`config.mk`:
```
export PLATFORM = sky130hd
export DESIGN_NAME = smbus_block_write
export DESIGN_NICKNAME = d
export VERILOG_FILES = /design/src/hdl/smbus_write_pkg.sv /design/src/hdl/smbus_block_write.sv /design/src/hdl/byte_fifo.sv
export SDC_FILE = /design/constraint.sdc
export NUM_CORES = 1
export LEC_CHECK = 0
export CAP_MARGIN = 20
export CORE_MARGIN = 3
export CORE_UTILIZATION = 50
export DETAILED_ROUTE_END_ITERATION = 16
export DONT_BUFFER_PORTS = 1
export GPL_TIMING_DRIVEN = 0
export PLACE_DENSITY = 0.69
export REMOVE_ABC_BUFFERS = 1
export SYNTH_ARGS = -nofsm -noshare
export SYNTH_HDL_FRONTEND = slang
export SYNTH_SLANG_ARGS = --single-unit
export TNS_END_PERCENT = 100
```
`constraint.sdc`:
```
create_clock -name clk -period 2.7 [get_ports clk]
set_input_delay 0.27 -clock clk [delete_from_list [all_inputs] [get_ports clk]]
set_output_delay 0.27 -clock clk [all_outputs]
set_load 0.1 [all_outputs]
```
`src/hdl/smbus_write_pkg.sv`:
```
// Constants and types shared by the SMBus block write target.
// Summary of operation
// RL1: Host opens each transaction with a start condition.
// RL2: Host sends seven-bit target address with write direction after start.
// RL3: Device acknowledges its own address when the direction bit is write.
// RL4: Index byte N is acknowledged and becomes the first location written.
// RL5: Byte count X follows the index and is acknowledged.
// RL6: Host sends exactly X data bytes for locations N to N+X-1.
// RL7: Device acknowledges every data byte in its own acknowledge slot; the code refuses a data byte while the buffer is full.
// RL8: Host ends the block write with a stop condition.
// RL9: Port responds only while the reference input clock toggles.
// RL10: Device answers the target address 1101101 plus direction bit.
// RL11: Port works at bus clock rates up to 400 kHz.
// RL12: Location pointer advances by one after each data byte.
// RL13: Foreign addresses are ignored; stop or stray start returns to idle; the code sends a start back to address reception.
package smbus_write_pkg;
    localparam logic [6:0] TARGET_ADDR = 7'h6D;
    localparam int CLK_MHZ = 40;
    localparam int REF_TIMEOUT_NS = 1000;
    localparam int REF_TIMEOUT_CYC = (REF_TIMEOUT_NS * CLK_MHZ) / 1000;
    localparam logic [7:0] INDEX_RESET = 8'h00;
    localparam logic [2:0] BIT_LAST = 3'h7;

    typedef enum logic [2:0] {
        IDLE, ADDR, INDEX, COUNT, DATA, IGNORE
    } phase_t;
endpackage : smbus_write_pkg

```
`src/hdl/smbus_block_write.sv`:
```
// SMBus index block write target feeding configuration storage.
`timescale 1ns/100ps
module smbus_block_write
    import smbus_write_pkg::*;
#(
    parameter int FIFO_DEPTH = 4
) (
    // Clock and reset.
    input wire logic clk,
    input wire logic nrst,
    // SMBus pins; data is open drain.
    input wire logic sclIn,
    input wire logic sdaIn,
    output logic sdaOut,
    output logic sdaOe,
    // Reference input clock, watched for activity.
    input wire logic refClkIn,
    // Configuration storage write port.
    output logic cfgWrite,
    output logic [7:0] cfgIndex,
    output logic [7:0] cfgData,
    input wire logic cfgReady,
    // Status.
    output logic refActive
);
    logic [2:0] sclSync_reg, sdaSync_reg, refSync_reg;
    logic sclRise, sclFall, startSeen, stopSeen, refEdge;
    phase_t phase_reg, phase_next;
    logic [2:0] bitCnt_reg, bitCnt_next;
    logic [7:0] shift_reg, shift_next;
    logic [7:0] ptr_reg, ptr_next;
    logic [7:0] remain_reg, remain_next;
    logic ackSlot_reg, ackSlot_next;
    logic sdaOe_reg, sdaOe_next;
    logic pushValid_reg, pushValid_next;
    logic [15:0] pushData_reg, pushData_next;
    logic [15:0] refCnt_reg, refCnt_next;
    logic refActive_reg, refActive_next;
    logic fifoReady, fifoValid;
    logic [15:0] fifoData;
    logic wrValid_reg, wrValid_next;
    logic [15:0] wrWord_reg, wrWord_next;

    // -------------------------------------------------------------------
    // Pin synchronisers and edge detection
    // -------------------------------------------------------------------
    always_ff @(posedge clk or negedge nrst)
    begin
        if (!nrst)
        begin
            sclSync_reg <= 3'h7;
            sdaSync_reg <= 3'h7;
            refSync_reg <= 3'h0;
        end
        else
        begin
            sclSync_reg <= {sclSync_reg[1:0], sclIn};
            sdaSync_reg <= {sdaSync_reg[1:0], sdaIn};
            refSync_reg <= {refSync_reg[1:0], refClkIn};
        end
    end

    // Only stages 1 and 2 are looked at; stage 0 feeds stage 1 alone.
    assign sclRise = sclSync_reg[1] && !sclSync_reg[2];
    assign sclFall = !sclSync_reg[1] && sclSync_reg[2];
    assign startSeen = sclSync_reg[1] && sdaSync_reg[2] && !sdaSync_reg[1];
    assign stopSeen = sclSync_reg[1] && !sdaSync_reg[2] && sdaSync_reg[1];
    assign refEdge = refSync_reg[1] != refSync_reg[2];

    // -------------------------------------------------------------------
    // Reference clock activity
    // -------------------------------------------------------------------
    always_comb
    begin
        refCnt_next = refCnt_reg;
        refActive_next = refActive_reg;
        if (refEdge)
        begin
            refCnt_next = '0;
            refActive_next = 1'b1; // RL9
        end
        else if (refCnt_reg == 16'(REF_TIMEOUT_CYC))
        begin
            refActive_next = 1'b0; // RL9
        end
        else
        begin
            refCnt_next = refCnt_reg + 16'h0001;
        end
    end

    always_ff @(posedge clk or negedge nrst)
    begin
        if (!nrst)
        begin
            refCnt_reg <= '0;
            refActive_reg <= 1'b0;
        end
        else
        begin
            refCnt_reg <= refCnt_next;
            refActive_reg <= refActive_next;
        end
    end

    // -------------------------------------------------------------------
    // Byte engine
    // -------------------------------------------------------------------
    // Bits are taken on SCL rise, which leaves ample margin at 400 kHz
    // against a 40 MHz sampler. RL11
    always_comb
    begin
        phase_next = phase_reg;
        bitCnt_next = bitCnt_reg;
        shift_next = shift_reg;
        ptr_next = ptr_reg;
        remain_next = remain_reg;
        ackSlot_next = ackSlot_reg;
        sdaOe_next = sdaOe_reg;
        pushValid_next = 1'b0;
        pushData_next = pushData_reg;
        if (!refActive_reg || stopSeen)
        begin
            phase_next = IDLE; // RL9 RL13
            sdaOe_next = 1'b0;
            ackSlot_next = 1'b0;
        end
        else if (startSeen)
        begin
            phase_next = ADDR; // RL13
            bitCnt_next = '0;
            // A stale byte would pass for a finished address at the
            // first SCL fall after a start, so the shifter starts empty.
            shift_next = 8'h00;
            sdaOe_next = 1'b0;
            ackSlot_next = 1'b0;
        end
        else if (phase_reg != IDLE && phase_reg != IGNORE)
        begin
            if (sclRise && !ackSlot_reg)
            begin
                shift_next = {shift_reg[6:0], sdaSync_reg[2]};
                bitCnt_next = bitCnt_reg + 3'h1;
            end
            else if (sclFall && !ackSlot_reg && bitCnt_reg == '0 &&
                     shift_reg != 8'h00 || sclFall && !ackSlot_reg &&
                     bitCnt_reg == '0 && phase_reg != ADDR)
            begin
                ackSlot_next = 1'b1;
                sdaOe_next = 1'b1;
                unique case (phase_reg)
                    ADDR:
                    begin
                        if (shift_reg == {TARGET_ADDR, 1'b0}) // RL10
                        begin
                            phase_next = INDEX; // RL3
                        end
                        else
                        begin
                            phase_next = IGNORE; // RL13
                            sdaOe_next = 1'b0;
                            ackSlot_next = 1'b0;
                        end
                    end
                    INDEX:
                    begin
                        ptr_next = shift_reg; // RL4
                        phase_next = COUNT;
                    end
                    COUNT:
                    begin
                        remain_next = shift_reg; // RL5
                        phase_next = DATA;
                    end
                    DATA:
                    begin
                        // Bytes past the count are refused by NACK. RL6
                        if (remain_reg != 8'h00 && fifoReady)
                        begin
                            pushValid_next = 1'b1; // RL7
                            pushData_next = {ptr_reg, shift_reg};
                            ptr_next = ptr_reg + 8'h01; // RL12
                            remain_next = remain_reg - 8'h01;
                        end
                        else
                        begin
                            sdaOe_next = 1'b0;
                        end
                    end
                    default:
                    begin
                        phase_next = IDLE;
                    end
                endcase
            end
            else if (sclFall && ackSlot_reg)
            begin
                ackSlot_next = 1'b0;
                sdaOe_next = 1'b0;
            end
        end
    end

    always_ff @(posedge clk or negedge nrst)
    begin
        if (!nrst)
        begin
            phase_reg <= IDLE;
            bitCnt_reg <= '0;
            shift_reg <= 8'h00;
            ptr_reg <= INDEX_RESET;
            remain_reg <= 8'h00;
            ackSlot_reg <= 1'b0;
            sdaOe_reg <= 1'b0;
            pushValid_reg <= 1'b0;
            pushData_reg <= 16'h0000;
        end
        else
        begin
            phase_reg <= phase_next;
            bitCnt_reg <= bitCnt_next;
            shift_reg <= shift_next;
            ptr_reg <= ptr_next;
            remain_reg <= remain_next;
            ackSlot_reg <= ackSlot_next;
            sdaOe_reg <= sdaOe_next;
            pushValid_reg <= pushValid_next;
            pushData_reg <= pushData_next;
        end
    end

    // -------------------------------------------------------------------
    // Buffer toward the configuration storage
    // -------------------------------------------------------------------
    byte_fifo #(
        .WIDTH(16),
        .DEPTH(FIFO_DEPTH)
    ) fifo (
        .clk(clk),
        .nrst(nrst),
        .inValid(pushValid_reg),
        .inReady(fifoReady),
        .inData(pushData_reg),
        .outValid(fifoValid),
        .outReady(!wrValid_reg || cfgReady),
        .outData(fifoData)
    );

    always_comb
    begin
        wrValid_next = wrValid_reg;
        wrWord_next = wrWord_reg;
        if (!wrValid_reg || cfgReady)
        begin
            wrValid_next = fifoValid;
            wrWord_next = fifoData;
        end
    end

    always_ff @(posedge clk or negedge nrst)
    begin
        if (!nrst)
        begin
            wrValid_reg <= 1'b0;
            wrWord_reg <= 16'h0000;
        end
        else
        begin
            wrValid_reg <= wrValid_next;
            wrWord_reg <= wrWord_next;
        end
    end

    assign sdaOut = 1'b0;
    assign sdaOe = sdaOe_reg;
    assign cfgWrite = wrValid_reg;
    assign cfgIndex = wrWord_reg[15:8];
    assign cfgData = wrWord_reg[7:0];
    assign refActive = refActive_reg;
endmodule : smbus_block_write

```
`src/hdl/byte_fifo.sv`:
```
// Small synchronous FIFO with valid/ready on both sides.
`timescale 1ns/100ps
module byte_fifo #(
    parameter int WIDTH = 16,
    parameter int DEPTH = 4
) (
    // Clock and reset.
    input wire logic clk,
    input wire logic nrst,
    // Filling side.
    input wire logic inValid,
    output logic inReady,
    input wire logic [WIDTH-1:0] inData,
    // Draining side.
    output logic outValid,
    input wire logic outReady,
    output logic [WIDTH-1:0] outData
);
    localparam int AW = $clog2(DEPTH);
    localparam logic [AW:0] FULL_COUNT = DEPTH[AW:0];
    logic [WIDTH-1:0] mem [DEPTH];
    logic [AW-1:0] wrPtr_reg, wrPtr_next, rdPtr_reg, rdPtr_next;
    logic [AW:0] count_reg, count_next;
    logic push, pop;

    assign inReady = (count_reg != FULL_COUNT);
    assign outValid = (count_reg != '0);
    assign outData = mem[rdPtr_reg];
    assign push = inValid && inReady;
    assign pop = outValid && outReady;

    always_comb
    begin
        wrPtr_next = wrPtr_reg;
        rdPtr_next = rdPtr_reg;
        count_next = count_reg;
        if (push)
        begin
            wrPtr_next = (wrPtr_reg == AW'(DEPTH - 1)) ? '0 : wrPtr_reg + 1'b1;
        end
        if (pop)
        begin
            rdPtr_next = (rdPtr_reg == AW'(DEPTH - 1)) ? '0 : rdPtr_reg + 1'b1;
        end
        if (push && !pop)
        begin
            count_next = count_reg + 1'b1;
        end
        else if (pop && !push)
        begin
            count_next = count_reg - 1'b1;
        end
    end

    always_ff @(posedge clk or negedge nrst)
    begin
        if (!nrst)
        begin
            wrPtr_reg <= '0;
            rdPtr_reg <= '0;
            count_reg <= '0;
        end
        else
        begin
            wrPtr_reg <= wrPtr_next;
            rdPtr_reg <= rdPtr_next;
            count_reg <= count_next;
        end
    end

    // Storage has no reset; only the pointers and the count define what is valid.
    always_ff @(posedge clk)
    begin
        if (push)
        begin
            mem[wrPtr_reg] <= inData;
        end
    end
endmodule : byte_fifo

```
==> impl_metrics.json, run 1 <==
{
  "io-pin-count": 26,
  "drive_above_1_share": 0.2230,
  "num_vias": 4083,
  "power_leakage_nw": 3.294,
  "worstSetupStartpoint": "remain_reg[4]",
  "ys.flop_type": "dfrtp_1",
  "cts.clk_slew.worst_paths_ns": 0.06,
  "cts_made_buffers": 17,
  "area_growth_syn_to_layout_pct": 11.97,
  "crit_fanout": 11,
  "hold_viol": 0,
  "grt_pass1_wl_microns": 21070,
  "critPathSlowestCell": "a21oi_2",
  "swShare": 0.3746,
  "dpl.cell_count": 677,
  "timing.max_cap.violations": 0,
  "cts.sinks": 163,
  "p_switching_mw": 3.069,
  "timing.rr.start": "remain_reg[4]",
  "ys_seq_elements": 163,
  "via_per_inst": 5.687,
  "criticalPathCategory": "flop to flop",
  "worstMarginPinSlew_ns": 0.9079,
  "min_period_ns": 2.484,
  "combPwrFrac": 0.201,
  "end_kind": "flop",
  "min-delay-start": "cfgReady",
  "clkPwrFrac": 0.296,
  "min_period_over_period": 0.9199,
  "start_kind": "flop",
  "seqPwrFrac": 0.504,
  "slew_viol_final": 0,
  "grt_max_degree": 100,
  "cp_data_arrival_time_ns": 2.79,
  "layout_setup_ws_ns": 0.2163,
  "synth_edf_count": 64,
  "rows": 43,
  "diodes": 0,
  "ant_nets": 0,
  "clockBufferDepth": 2,
  "synth_area_sq_mm": 0.007128,
  "max_freq_mhz": 402.6,
  "place_ws_ns": -0.6610,
  "clk_latency_ns": 0.42,
  "synth_cells": 516,
  "utilization": 0.5728,
  "track_usage": 0.1697,
  "port_buffers": 0,
  "ys_seq_area_frac": 0.6182,
  "largest_register_ffs": 64,
  "fin_setup_tns_ns": 0,
  "die_area_sq_mm": 0.01573,
  "grt_pass1_vias": 4201,
  "seqCellArea_sq_mm": 0.004409,
  "stdcell_count": 718,
  "top_register": "fifo.mem",
  "outcome": "finished clean",
  "max_stage_delay_ns": 0.46,
  "finClkSkew_ns": 0.008729,
  "multi_input_area_sq_mm": 0.002572,
  "path_cells": "nor4_4, a32oi_2, a21oi_2, nand2b_1, mux2_4",
  "htree_levels": 4,
  "worstPathRequired_ns": 3.01,
  "whs_ns": 0.2362,
  "start_util": 0.5115,
  "min_path_type": "input pin to flop",
  "cts_tree": "built",
  "rsz0062_at_grt": "false",
  "worst-path-buf-inv": 0,
  "synthArstFlopShare": 0.6074,
  "drc": 0,
  "power_density_mw_per_mm2": 1026,
  "core_sq_mm": 0.01393,
  "ys.warnings.count": 0,
  "die_width_microns": 125.4,
  "firstDrtPassIters": 4,
  "wl_microns": 12350,
  "postSynthAreaPerCell_sq_um": 13.81,
  "gp_congestion": 0.8090,
  "cts-root-buf": "clkbuf_16",
  "yosysUniqueCellTypes": 63,
  "grt_antenna_before_repair": 0,
  "fillers": 1074,
  "setup_viol": 0,
  "overflow": 0,
  "hpwl_microns": 7735,
  "slew_headroom": 0.3947,
  "dieHeight_microns": 125.4,
  "drt_iter0_markers": 381,
  "p_int_mw": 5.123,
  "cp_top_family": "compound AO/OA/AOI/OAI gates",
  "ir_worst_vdd_uv": 568.6,
  "layout.nets": 545,
  "avgRoutedWirePerCell_microns": 17.20
}
-- logic make-up (layout without fill, tap and decap cells) --
kind of cell / count (synthesis) / count (layout) / synth area share
adder cells (fa/ha/maj): 14 / 14 / 0.02563
XOR/XNOR: 19 / 19 / 0.02335
AO/OA/AOI/OAI: 80 / 80 / 0.07899
buffers and inverters: 33 / 55 / 0.02212
flip-flops: 163 / 163 / 0.6182
AND/OR/NAND/NOR: 150 / 150 / 0.1118
other: 1 / 1 / 0.0005261
multiplexers: 56 / 56 / 0.1194
-- power groups by stage --
stage               logic, mW  registers [mW]  clock network, mW
floorplan                1.27            4.04                  0
global placement         1.46            4.19                  0
detailed placement       1.59            4.18                  0
CTS                      1.64            4.13               2.48
global route             1.84            4.20               2.58
finish                   1.64            4.13               2.42
-- metrics by stage --
step	power [mW]	cell area (sq um)
finish	8.192	7981
global route	8.626	7981
CTS	8.252	7945
detailed placement	5.768	7272
global placement	5.654	7244
floorplan	5.306	7019
-- cells in the mapped netlist (all sizes together), types with 3 or more instances --
library cell  count  area share
mux4             16       0.051
nand4             6      0.0061
and2              3      0.0026
a2bb2oi           3      0.0037
a31o              4      0.0049
a31oi            11      0.0097
and3              7      0.0061
xnor2             8      0.0098
o21ai            16       0.011
a21oi            16       0.012
o22a              6      0.0075
dfstp             6       0.022
nor3             19       0.015
buf              13       0.012
nor4              6      0.0074
nand3b            3      0.0032
dfrtp            93        0.33
inv              13      0.0068
nand2            38       0.020
xor2             11       0.014
nor2             39       0.021
a41o              3      0.0042
edfxtp           64        0.27
or3               4      0.0035
nor3b             5      0.0075
nand3             9      0.0081
a21o              4      0.0042
a22o              3      0.0037
clkbuf            7      0.0037
nand2b            3      0.0026
and4              4      0.0053
mux2             39       0.067
ha               13       0.023
-- metal layers --
layer	GRT usage	vias to the layer above	wire length (microns)
met5	0	-	0
met4	0.05612	0	103
met3	0.04912	7	426
met2	0.2885	72	6410
met1	0.2097	2056	5412
li1	-	1948	-
-- area by class of cell --
class / count / area share
clock inverter: 12 / 0.01803
multi-input combinational: 320 / 0.3223
inverter: 13 / 0.006114
timing repair buffer: 10 / 0.01568
clock buffer: 20 / 0.05722
sequential: 163 / 0.5524
tap: 180 / 0.02822
-- final timing paths --
kind	end	slack (ns)	cells after the start
worst max-delay path	remain_reg[1]	0.22	5
worst min-delay path	cfgWrite	0.24	2
worst max register to register	remain_reg[1]	0.22	5
worst min register to register	sdaSync_reg[1]	0.36	0
max in group asynchronous	refActive	1.85	2
min in group asynchronous	wrWord_reg[0]	0.42	2
-- placed cells by master (no fill, tap or decap), types with 13 or more instances in the layout --
cell and count:
dfrtp_1 91, edfxtp_1 64, nor2_1 39, nand2_1 38
mux2_2 28, nor3_1 18, clkbuf_16 17, mux4_2 16
o21ai_0 15, a21oi_1 14, inv_1 13, ha_1 13
-- worst reg2reg max path: stages (launching register included) --
cell and delay (ns):
dfrtp_1 0.44, nor4_4 0.38, a32oi_2 0.36, a21oi_2 0.46, nand2b_1 0.39, mux2_4 0.34
-- timing repair --
item | CTS | global route
setup endpoints to repair | 11 | 8
pin swaps | 0 | 1
gates resized for setup | 3 | 2
hold endpoints to repair | 102 | 0
buffers inserted | 0 | 3
hold buffers | 5 | 0
Power figures use the tool's default switching activity.
==> run 2: changes to the inputs <==
--- a/config.mk
+++ b/config.mk
@@ -5,6 +5,7 @@
 export SDC_FILE = /design/constraint.sdc
 export NUM_CORES = 1
 export LEC_CHECK = 0
+export ABC_AREA = 1
 export CAP_MARGIN = 20
 export CORE_MARGIN = 3
 export CORE_UTILIZATION = 50
==> impl_metrics.json, run 2 <==
{
  "firstDrtPassIters": 4,
  "clkPwrFrac": 0.291,
  "swShare": 0.4053,
  "layout_setup_ws_ns": 0.3413,
  "max_freq_mhz": 424.0,
  "utilization": 0.5771,
  "num_vias": 5208,
  "worstMarginPinSlew_ns": 1.024,
  "grt_max_degree": 100,
  "crit_fanout": 5,
  "grt_pass1_vias": 5185,
  "finClkSkew_ns": 0.008546,
  "outcome": "finished clean",
  "ys_seq_area_frac": 0.5978,
  "clockBufferDepth": 2,
  "gp_congestion": 0.8498,
  "final_cell_mix": "nand2_1, nor2_1, dfrtp_1",
  "core_sq_mm": 0.01415,
  "io-pin-count": 26,
  "rows": 43,
  "wl_microns": 14350,
  "synth_cells": 787,
  "final_area_sq_mm": 0.008165,
  "power_density_mw_per_mm2": 947.9,
  "diodes": 0,
  "drive_above_1_share": 0.09838,
  "synthArstFlopShare": 0.6074,
  "cp_data_arrival_time_ns": 2.65,
  "ir_worst_vdd_uv": 493.6,
  "min_period_over_period": 0.8736,
  "end_kind": "flop",
  "worstSetupStartpoint": "fifo.count_reg[0]",
  "cts_tree": "built",
  "layout_commonest_cell": "nand2_1",
  "place_ws_ns": 0.09473,
  "hold_viol": 0,
  "postCtsSetupRepairBufs": 0,
  "synth_commonest_cells": "nand2_1, nor2_1, dfrtp_1",
  "track_usage": 0.1900,
  "synth_area_leader_cell": "dfrtp_1",
  "dpl.cell_count": 946,
  "postSynthAreaPerCell_sq_um": 9.367,
  "clk_latency_ns": 0.43,
  "synth_most_common_cell": "nand2_1",
  "rsz0062_at_grt": "false",
  "synth_top_area_share": 0.3157,
  "reg2regPathDepth": 10,
  "via_per_inst": 5.298,
  "cts_made_buffers": 17,
  "die_width_microns": 127.4,
  "grt_pass1_wl_microns": 24670,
  "synth_edf_count": 64,
  "min_period_ns": 2.359,
  "ys.warnings.count": 0,
  "yosys-top-cells-area": "dfrtp_1, edfxtp_1, nand2_1",
  "drc": 0,
  "setup_viol": 0,
  "cts.clk_slew.worst_paths_ns": 0.06,
  "start_util": 0.5210,
  "cts.sinks": 163,
  "layout.nets": 811,
  "slew_viol_final": 0,
  "hold-path-cell-count": 4,
  "min_path_type": "input pin to flop",
  "post_dp_cell_area_sq_mm": 0.007515,
  "fin_setup_tns_ns": 0,
  "dieHeight_microns": 127.4,
  "worstPathRequired_ns": 2.99,
  "overflow": 0,
  "whs_ns": 0.2618,
  "ys_seq_elements": 163,
  "p_switching_mw": 3.137,
  "timing.rr.start": "fifo.count_reg[0]",
  "stdcell_count": 983,
  "start_kind": "flop",
  "avgRoutedWirePerCell_microns": 14.59,
  "timing.max_cap.violations": 0,
  "htree_levels": 4,
  "grt_antenna_before_repair": 0,
  "p_int_mw": 4.603,
  "slew_headroom": 0.3167,
  "top_register": "fifo.mem",
  "yosysUniqueCellTypes": 42,
  "ys.flop_type": "dfrtp_1",
  "power_mw": 7.740,
  "min-delay-start": "cfgReady",
  "synth_area_sq_mm": 0.007372,
  "port_buffers": 0,
  "die_area_sq_mm": 0.01624,
  "combPwrFrac": 0.190,
  "seqPwrFrac": 0.519,
  "criticalPathCategory": "flop to flop",
  "ant_nets": 0,
  "power_leakage_nw": 3.725,
  "largest_register_ffs": 64,
  "cts-root-buf": "clkbuf_16",
  "drt_iter0_markers": 475,
  "area_growth_syn_to_layout_pct": 10.76,
  "hpwl_microns": 9350
}
## run 2: changes by cell type in the layout (fill, tap and decap cells not counted), sizes merged, moves of 7 or more
cell | before | now
nand3 | 9 | 69
nand2 | 38 | 180
and3 | 7 | 0
mux4 | 16 | 0
o21ai | 16 | 70
xor2 | 11 | 4
inv | 18 | 72
nor2 | 39 | 132
nor3 | 19 | 7
mux2 | 39 | 0
## run 2: cell type report
cell class                      instances  area [sq um]
Fill cell                            1183          5984
Sequential cell                       163          4409
Multi-Input combinational cell        528          2582
Clock buffer                           19         442.9
Inverter                               73         274.0
Tap cell                              180         225.2
Timing Repair Buffer                    8         121.4
Clock inverter                         12         110.1
## run 2: what timing repair did
item,in CTS,in global routing
endpoints found under the hold margin,102,0
endpoints found under the setup margin,0,3
gates resized for setup,0,2
hold buffers,5,0
## run 2: power by group through the flow
stage	clock network, mW	logic (mW)	registers (mW)
floorplan	0	1.05	4.00
global placement	0	1.27	4.11
detailed placement	0	1.33	4.12
CTS	2.29	1.38	4.07
global route	2.41	1.71	4.05
finish	2.25	1.47	4.01
## run 2: metal layers
metal  GRT usage  vias up  wire, microns
met4     0.06120        0            191
li1            -     2600              -
met3     0.05184       17            582
met5           0        -              0
met2      0.3137       95           7068
met1      0.2445     2496           6503
## run 2: kinds of logic (layout without fill, tap and decap cells)
logic type | count (synthesis) | count (layout) | share of synthesized area
other | 1 | 1 | 0.0005087
AND/OR/NAND/NOR | 398 | 398 | 0.2339
buffers and inverters | 96 | 112 | 0.05329
AO/OA/AOI/OAI | 107 | 107 | 0.07926
XOR/XNOR | 8 | 8 | 0.01052
adder cells (fa/ha/maj) | 14 | 14 | 0.02478
flip-flops | 163 | 163 | 0.5978
## run 2: final timing paths
kind                            slack, ns                end
worst max-delay path                 0.34  fifo.count_reg[2]
worst min-delay path                 0.26  fifo.rdPtr_reg[0]
worst max register to register       0.34  fifo.count_reg[2]
worst min register to register       0.35     refSync_reg[1]
max in group asynchronous            1.82          refActive
min in group asynchronous            0.40      wrWord_reg[0]
## run 2: critical path, stage by stage (launching register included)
cell	delay, ns
dfrtp_1	0.40
inv_1	0.07
nand3_1	0.25
nand2_1	0.23
inv_1	0.19
ha_1	0.16
inv_1	0.06
fa_1	0.38
a21oi_1	0.16
o21ai_0	0.14
xor2_1	0.17
==> run 3: changes to the inputs <==
--- a/config.mk
+++ b/config.mk
@@ -13,7 +13,6 @@
 export DONT_BUFFER_PORTS = 1
 export GPL_TIMING_DRIVEN = 0
 export PLACE_DENSITY = 0.69
-export REMOVE_ABC_BUFFERS = 1
 export SYNTH_ARGS = -nofsm -noshare
 export SYNTH_HDL_FRONTEND = slang
 export SYNTH_SLANG_ARGS = --single-unit
==> impl_metrics.json, run 3 (synthesized netlist as in run 2, its figures left out) <==
{
  "rsz0062_at_grt": "false",
  "die_area_sq_mm": 0.01624,
  "crit_fanout": 5,
  "final_area_sq_mm": 0.008270,
  "p_int_mw": 4.698,
  "timing.max_cap.violations": 0,
  "power_density_mw_per_mm2": 960.2,
  "hold_viol": 0,
  "num_vias": 5451,
  "outcome": "finished clean",
  "combPwrFrac": 0.201,
  "setup_viol": 0,
  "finClkSkew_ns": 0.01217,
  "drt_iter0_markers": 555,
  "grt_pass1_vias": 5434,
  "htree_levels": 4,
  "min_period_ns": 2.322,
  "layout_commonest_cell": "nand2_1",
  "path_cells": "inv_1, nand3_1, nand2_1, inv_1, ha_1, inv_1, fa_1, a21oi_1, o21ai_0, xor2_1",
  "grt_max_degree": 100,
  "clockBufferDepth": 2,
  "drive_above_1_share": 0.1042,
  "ir_worst_vdd_uv": 506.4,
  "cts-root-buf": "clkbuf_16",
  "cts_tree": "built",
  "cp_data_arrival_time_ns": 2.63,
  "start_util": 0.5210,
  "firstDrtPassIters": 5,
  "grt_antenna_before_repair": 0,
  "overflow": 0,
  "diodes": 0,
  "layout.nets": 832,
  "end_kind": "flop",
  "clk_latency_ns": 0.43,
  "post_dp_cell_area_sq_mm": 0.007622,
  "criticalPathCategory": "flop to flop",
  "power_leakage_nw": 3.793,
  "via_per_inst": 5.424,
  "top_register": "fifo.mem",
  "gp_congestion": 0.8792,
  "ant_nets": 0,
  "cp_common_cell": "inv_1",
  "clkPwrFrac": 0.300,
  "max_stage_delay_ns": 0.42,
  "core_sq_mm": 0.01415,
  "min_path_type": "input pin to flop",
  "io-pin-count": 26,
  "die_width_microns": 127.4,
  "area_growth_syn_to_layout_pct": 12.19,
  "worst-path-buf-inv": 3,
  "cts.sinks": 163,
  "swShare": 0.4085,
  "min_period_over_period": 0.8601,
  "worstPathRequired_ns": 3.01,
  "synth_nets": 807,
  "grt_pass1_wl_microns": 25780,
  "fin_setup_tns_ns": 0,
  "fillers": 1165,
  "largest_register_ffs": 64,
  "seqCellArea_sq_mm": 0.004408,
  "p_switching_mw": 3.244,
  "avgRoutedWirePerCell_microns": 15.17,
  "dieHeight_microns": 127.4,
  "drc": 0,
  "start_kind": "flop",
  "track_usage": 0.1996,
  "wl_microns": 15250,
  "seqPwrFrac": 0.498,
  "hpwl_microns": 10180,
  "cp_top_family": "adder cells",
  "cts_made_buffers": 17,
  "rows": 43,
  "postCtsSetupRepairBufs": 0,
  "critPathSlowestCell": "dfrtp_1",
  "final_cell_mix": "nand2_1, nor2_1, dfrtp_1",
  "multi_input_area_sq_mm": 0.002582,
  "worstMarginPinSlew_ns": 0.9526,
  "slew_viol_final": 0,
  "cts.clk_slew.worst_paths_ns": 0.07,
  "port_buffers": 0,
  "max_freq_mhz": 430.6,
  "slew_headroom": 0.3643
}
run 3: changes by cell type in the layout (fill, tap and decap cells not counted), sizes merged:
cell      previous run  this run
buf                  4        13
clkinvlp             4         1
inv                 72        76
bufinv               1         2
clkbuf              19        30
run 3: metrics by stage:
step / hold slack, ns / power, mW / worst slack (ns) / utilization / std cells
after detailed placement: -0.02181 / 5.556 / 0.1698 / 0.5387 / 968
after global placement: -0.02177 / 5.489 / 0.1537 / 0.5369 / 967
after CTS: 0.2407 / 7.980 / 0.1602 / 0.5844 / 1005
after floorplan: -0.02559 / 5.116 / 0.3493 / - / 787
after global routing: 0.2855 / 8.333 / 0.1476 / 0.5845 / 1005
final: 0.2369 / 7.942 / 0.3776 / 0.5845 / 1005
run 3: path summary, 6_finish.rpt:
check / startpoint / endpoint / slack [ns] / cells after the start
worst max-delay path: fifo.count_reg[0] / fifo.count_reg[2] / 0.38 / 10
worst min-delay path: cfgReady / wrWord_reg[5] / 0.24 / 4
worst max register to register: fifo.count_reg[0] / fifo.count_reg[2] / 0.38 / 10
worst min register to register: refSync_reg[0] / refSync_reg[1] / 0.34 / 0
max in group asynchronous: nrst / sdaSync_reg[1] / 1.88 / 2
min in group asynchronous: nrst / fifo.count_reg[1] / 0.41 / 2
run 3: cell type report:
type                       instances  share of cell area
multi-input combinational        528              0.3123
clock inverter                    14             0.01815
clock buffer                      18             0.05189
tap                              180             0.02723
inverter                          73             0.03313
timing repair buffer               6            0.009985
sequential                       163              0.5330
buffer                            23             0.01437
run 3: routing by layer:
| metal | global-route usage | vias to the layer above | wire, microns | part of all wire |
|---|---|---|---|---|
| li1 | - | 2652 | - | - |
| met1 | 0.2589 | 2595 | 6801 | 0.45 |
| met2 | 0.3224 | 180 | 7346 | 0.48 |
| met3 | 0.05100 | 24 | 904 | 0.059 |
| met4 | 0.07950 | 0 | 193 | 0.013 |
| met5 | 0 | - | 0 | 0 |
run 3: power by group through the flow:
stage / combinational (mW) / sequential (mW) / clock [mW]
detailed placement: 1.55 / 4.01 / 0
CTS: 1.61 / 3.96 / 2.42
floorplan: 1.19 / 3.93 / 0
finish: 1.60 / 3.96 / 2.39
global placement: 1.49 / 3.99 / 0
global route: 1.81 / 3.99 / 2.53
run 3: worst register-to-register path, stage by stage (launching register included):
cell and delay (ns):
dfrtp_1 0.42, inv_1 0.07, nand3_1 0.24, nand2_1 0.25, inv_1 0.20, ha_1 0.17, inv_1 0.06, fa_1 0.38
a21oi_1 0.15, o21ai_0 0.11, xor2_1 0.15
run 3: timing repair:
action | 4_1_cts | 5_1_grt
endpoints found under the setup margin | 0 | 1
hold endpoints to repair | 102 | 0
hold buffers | 5 | 0
gates resized for setup | 0 | 1
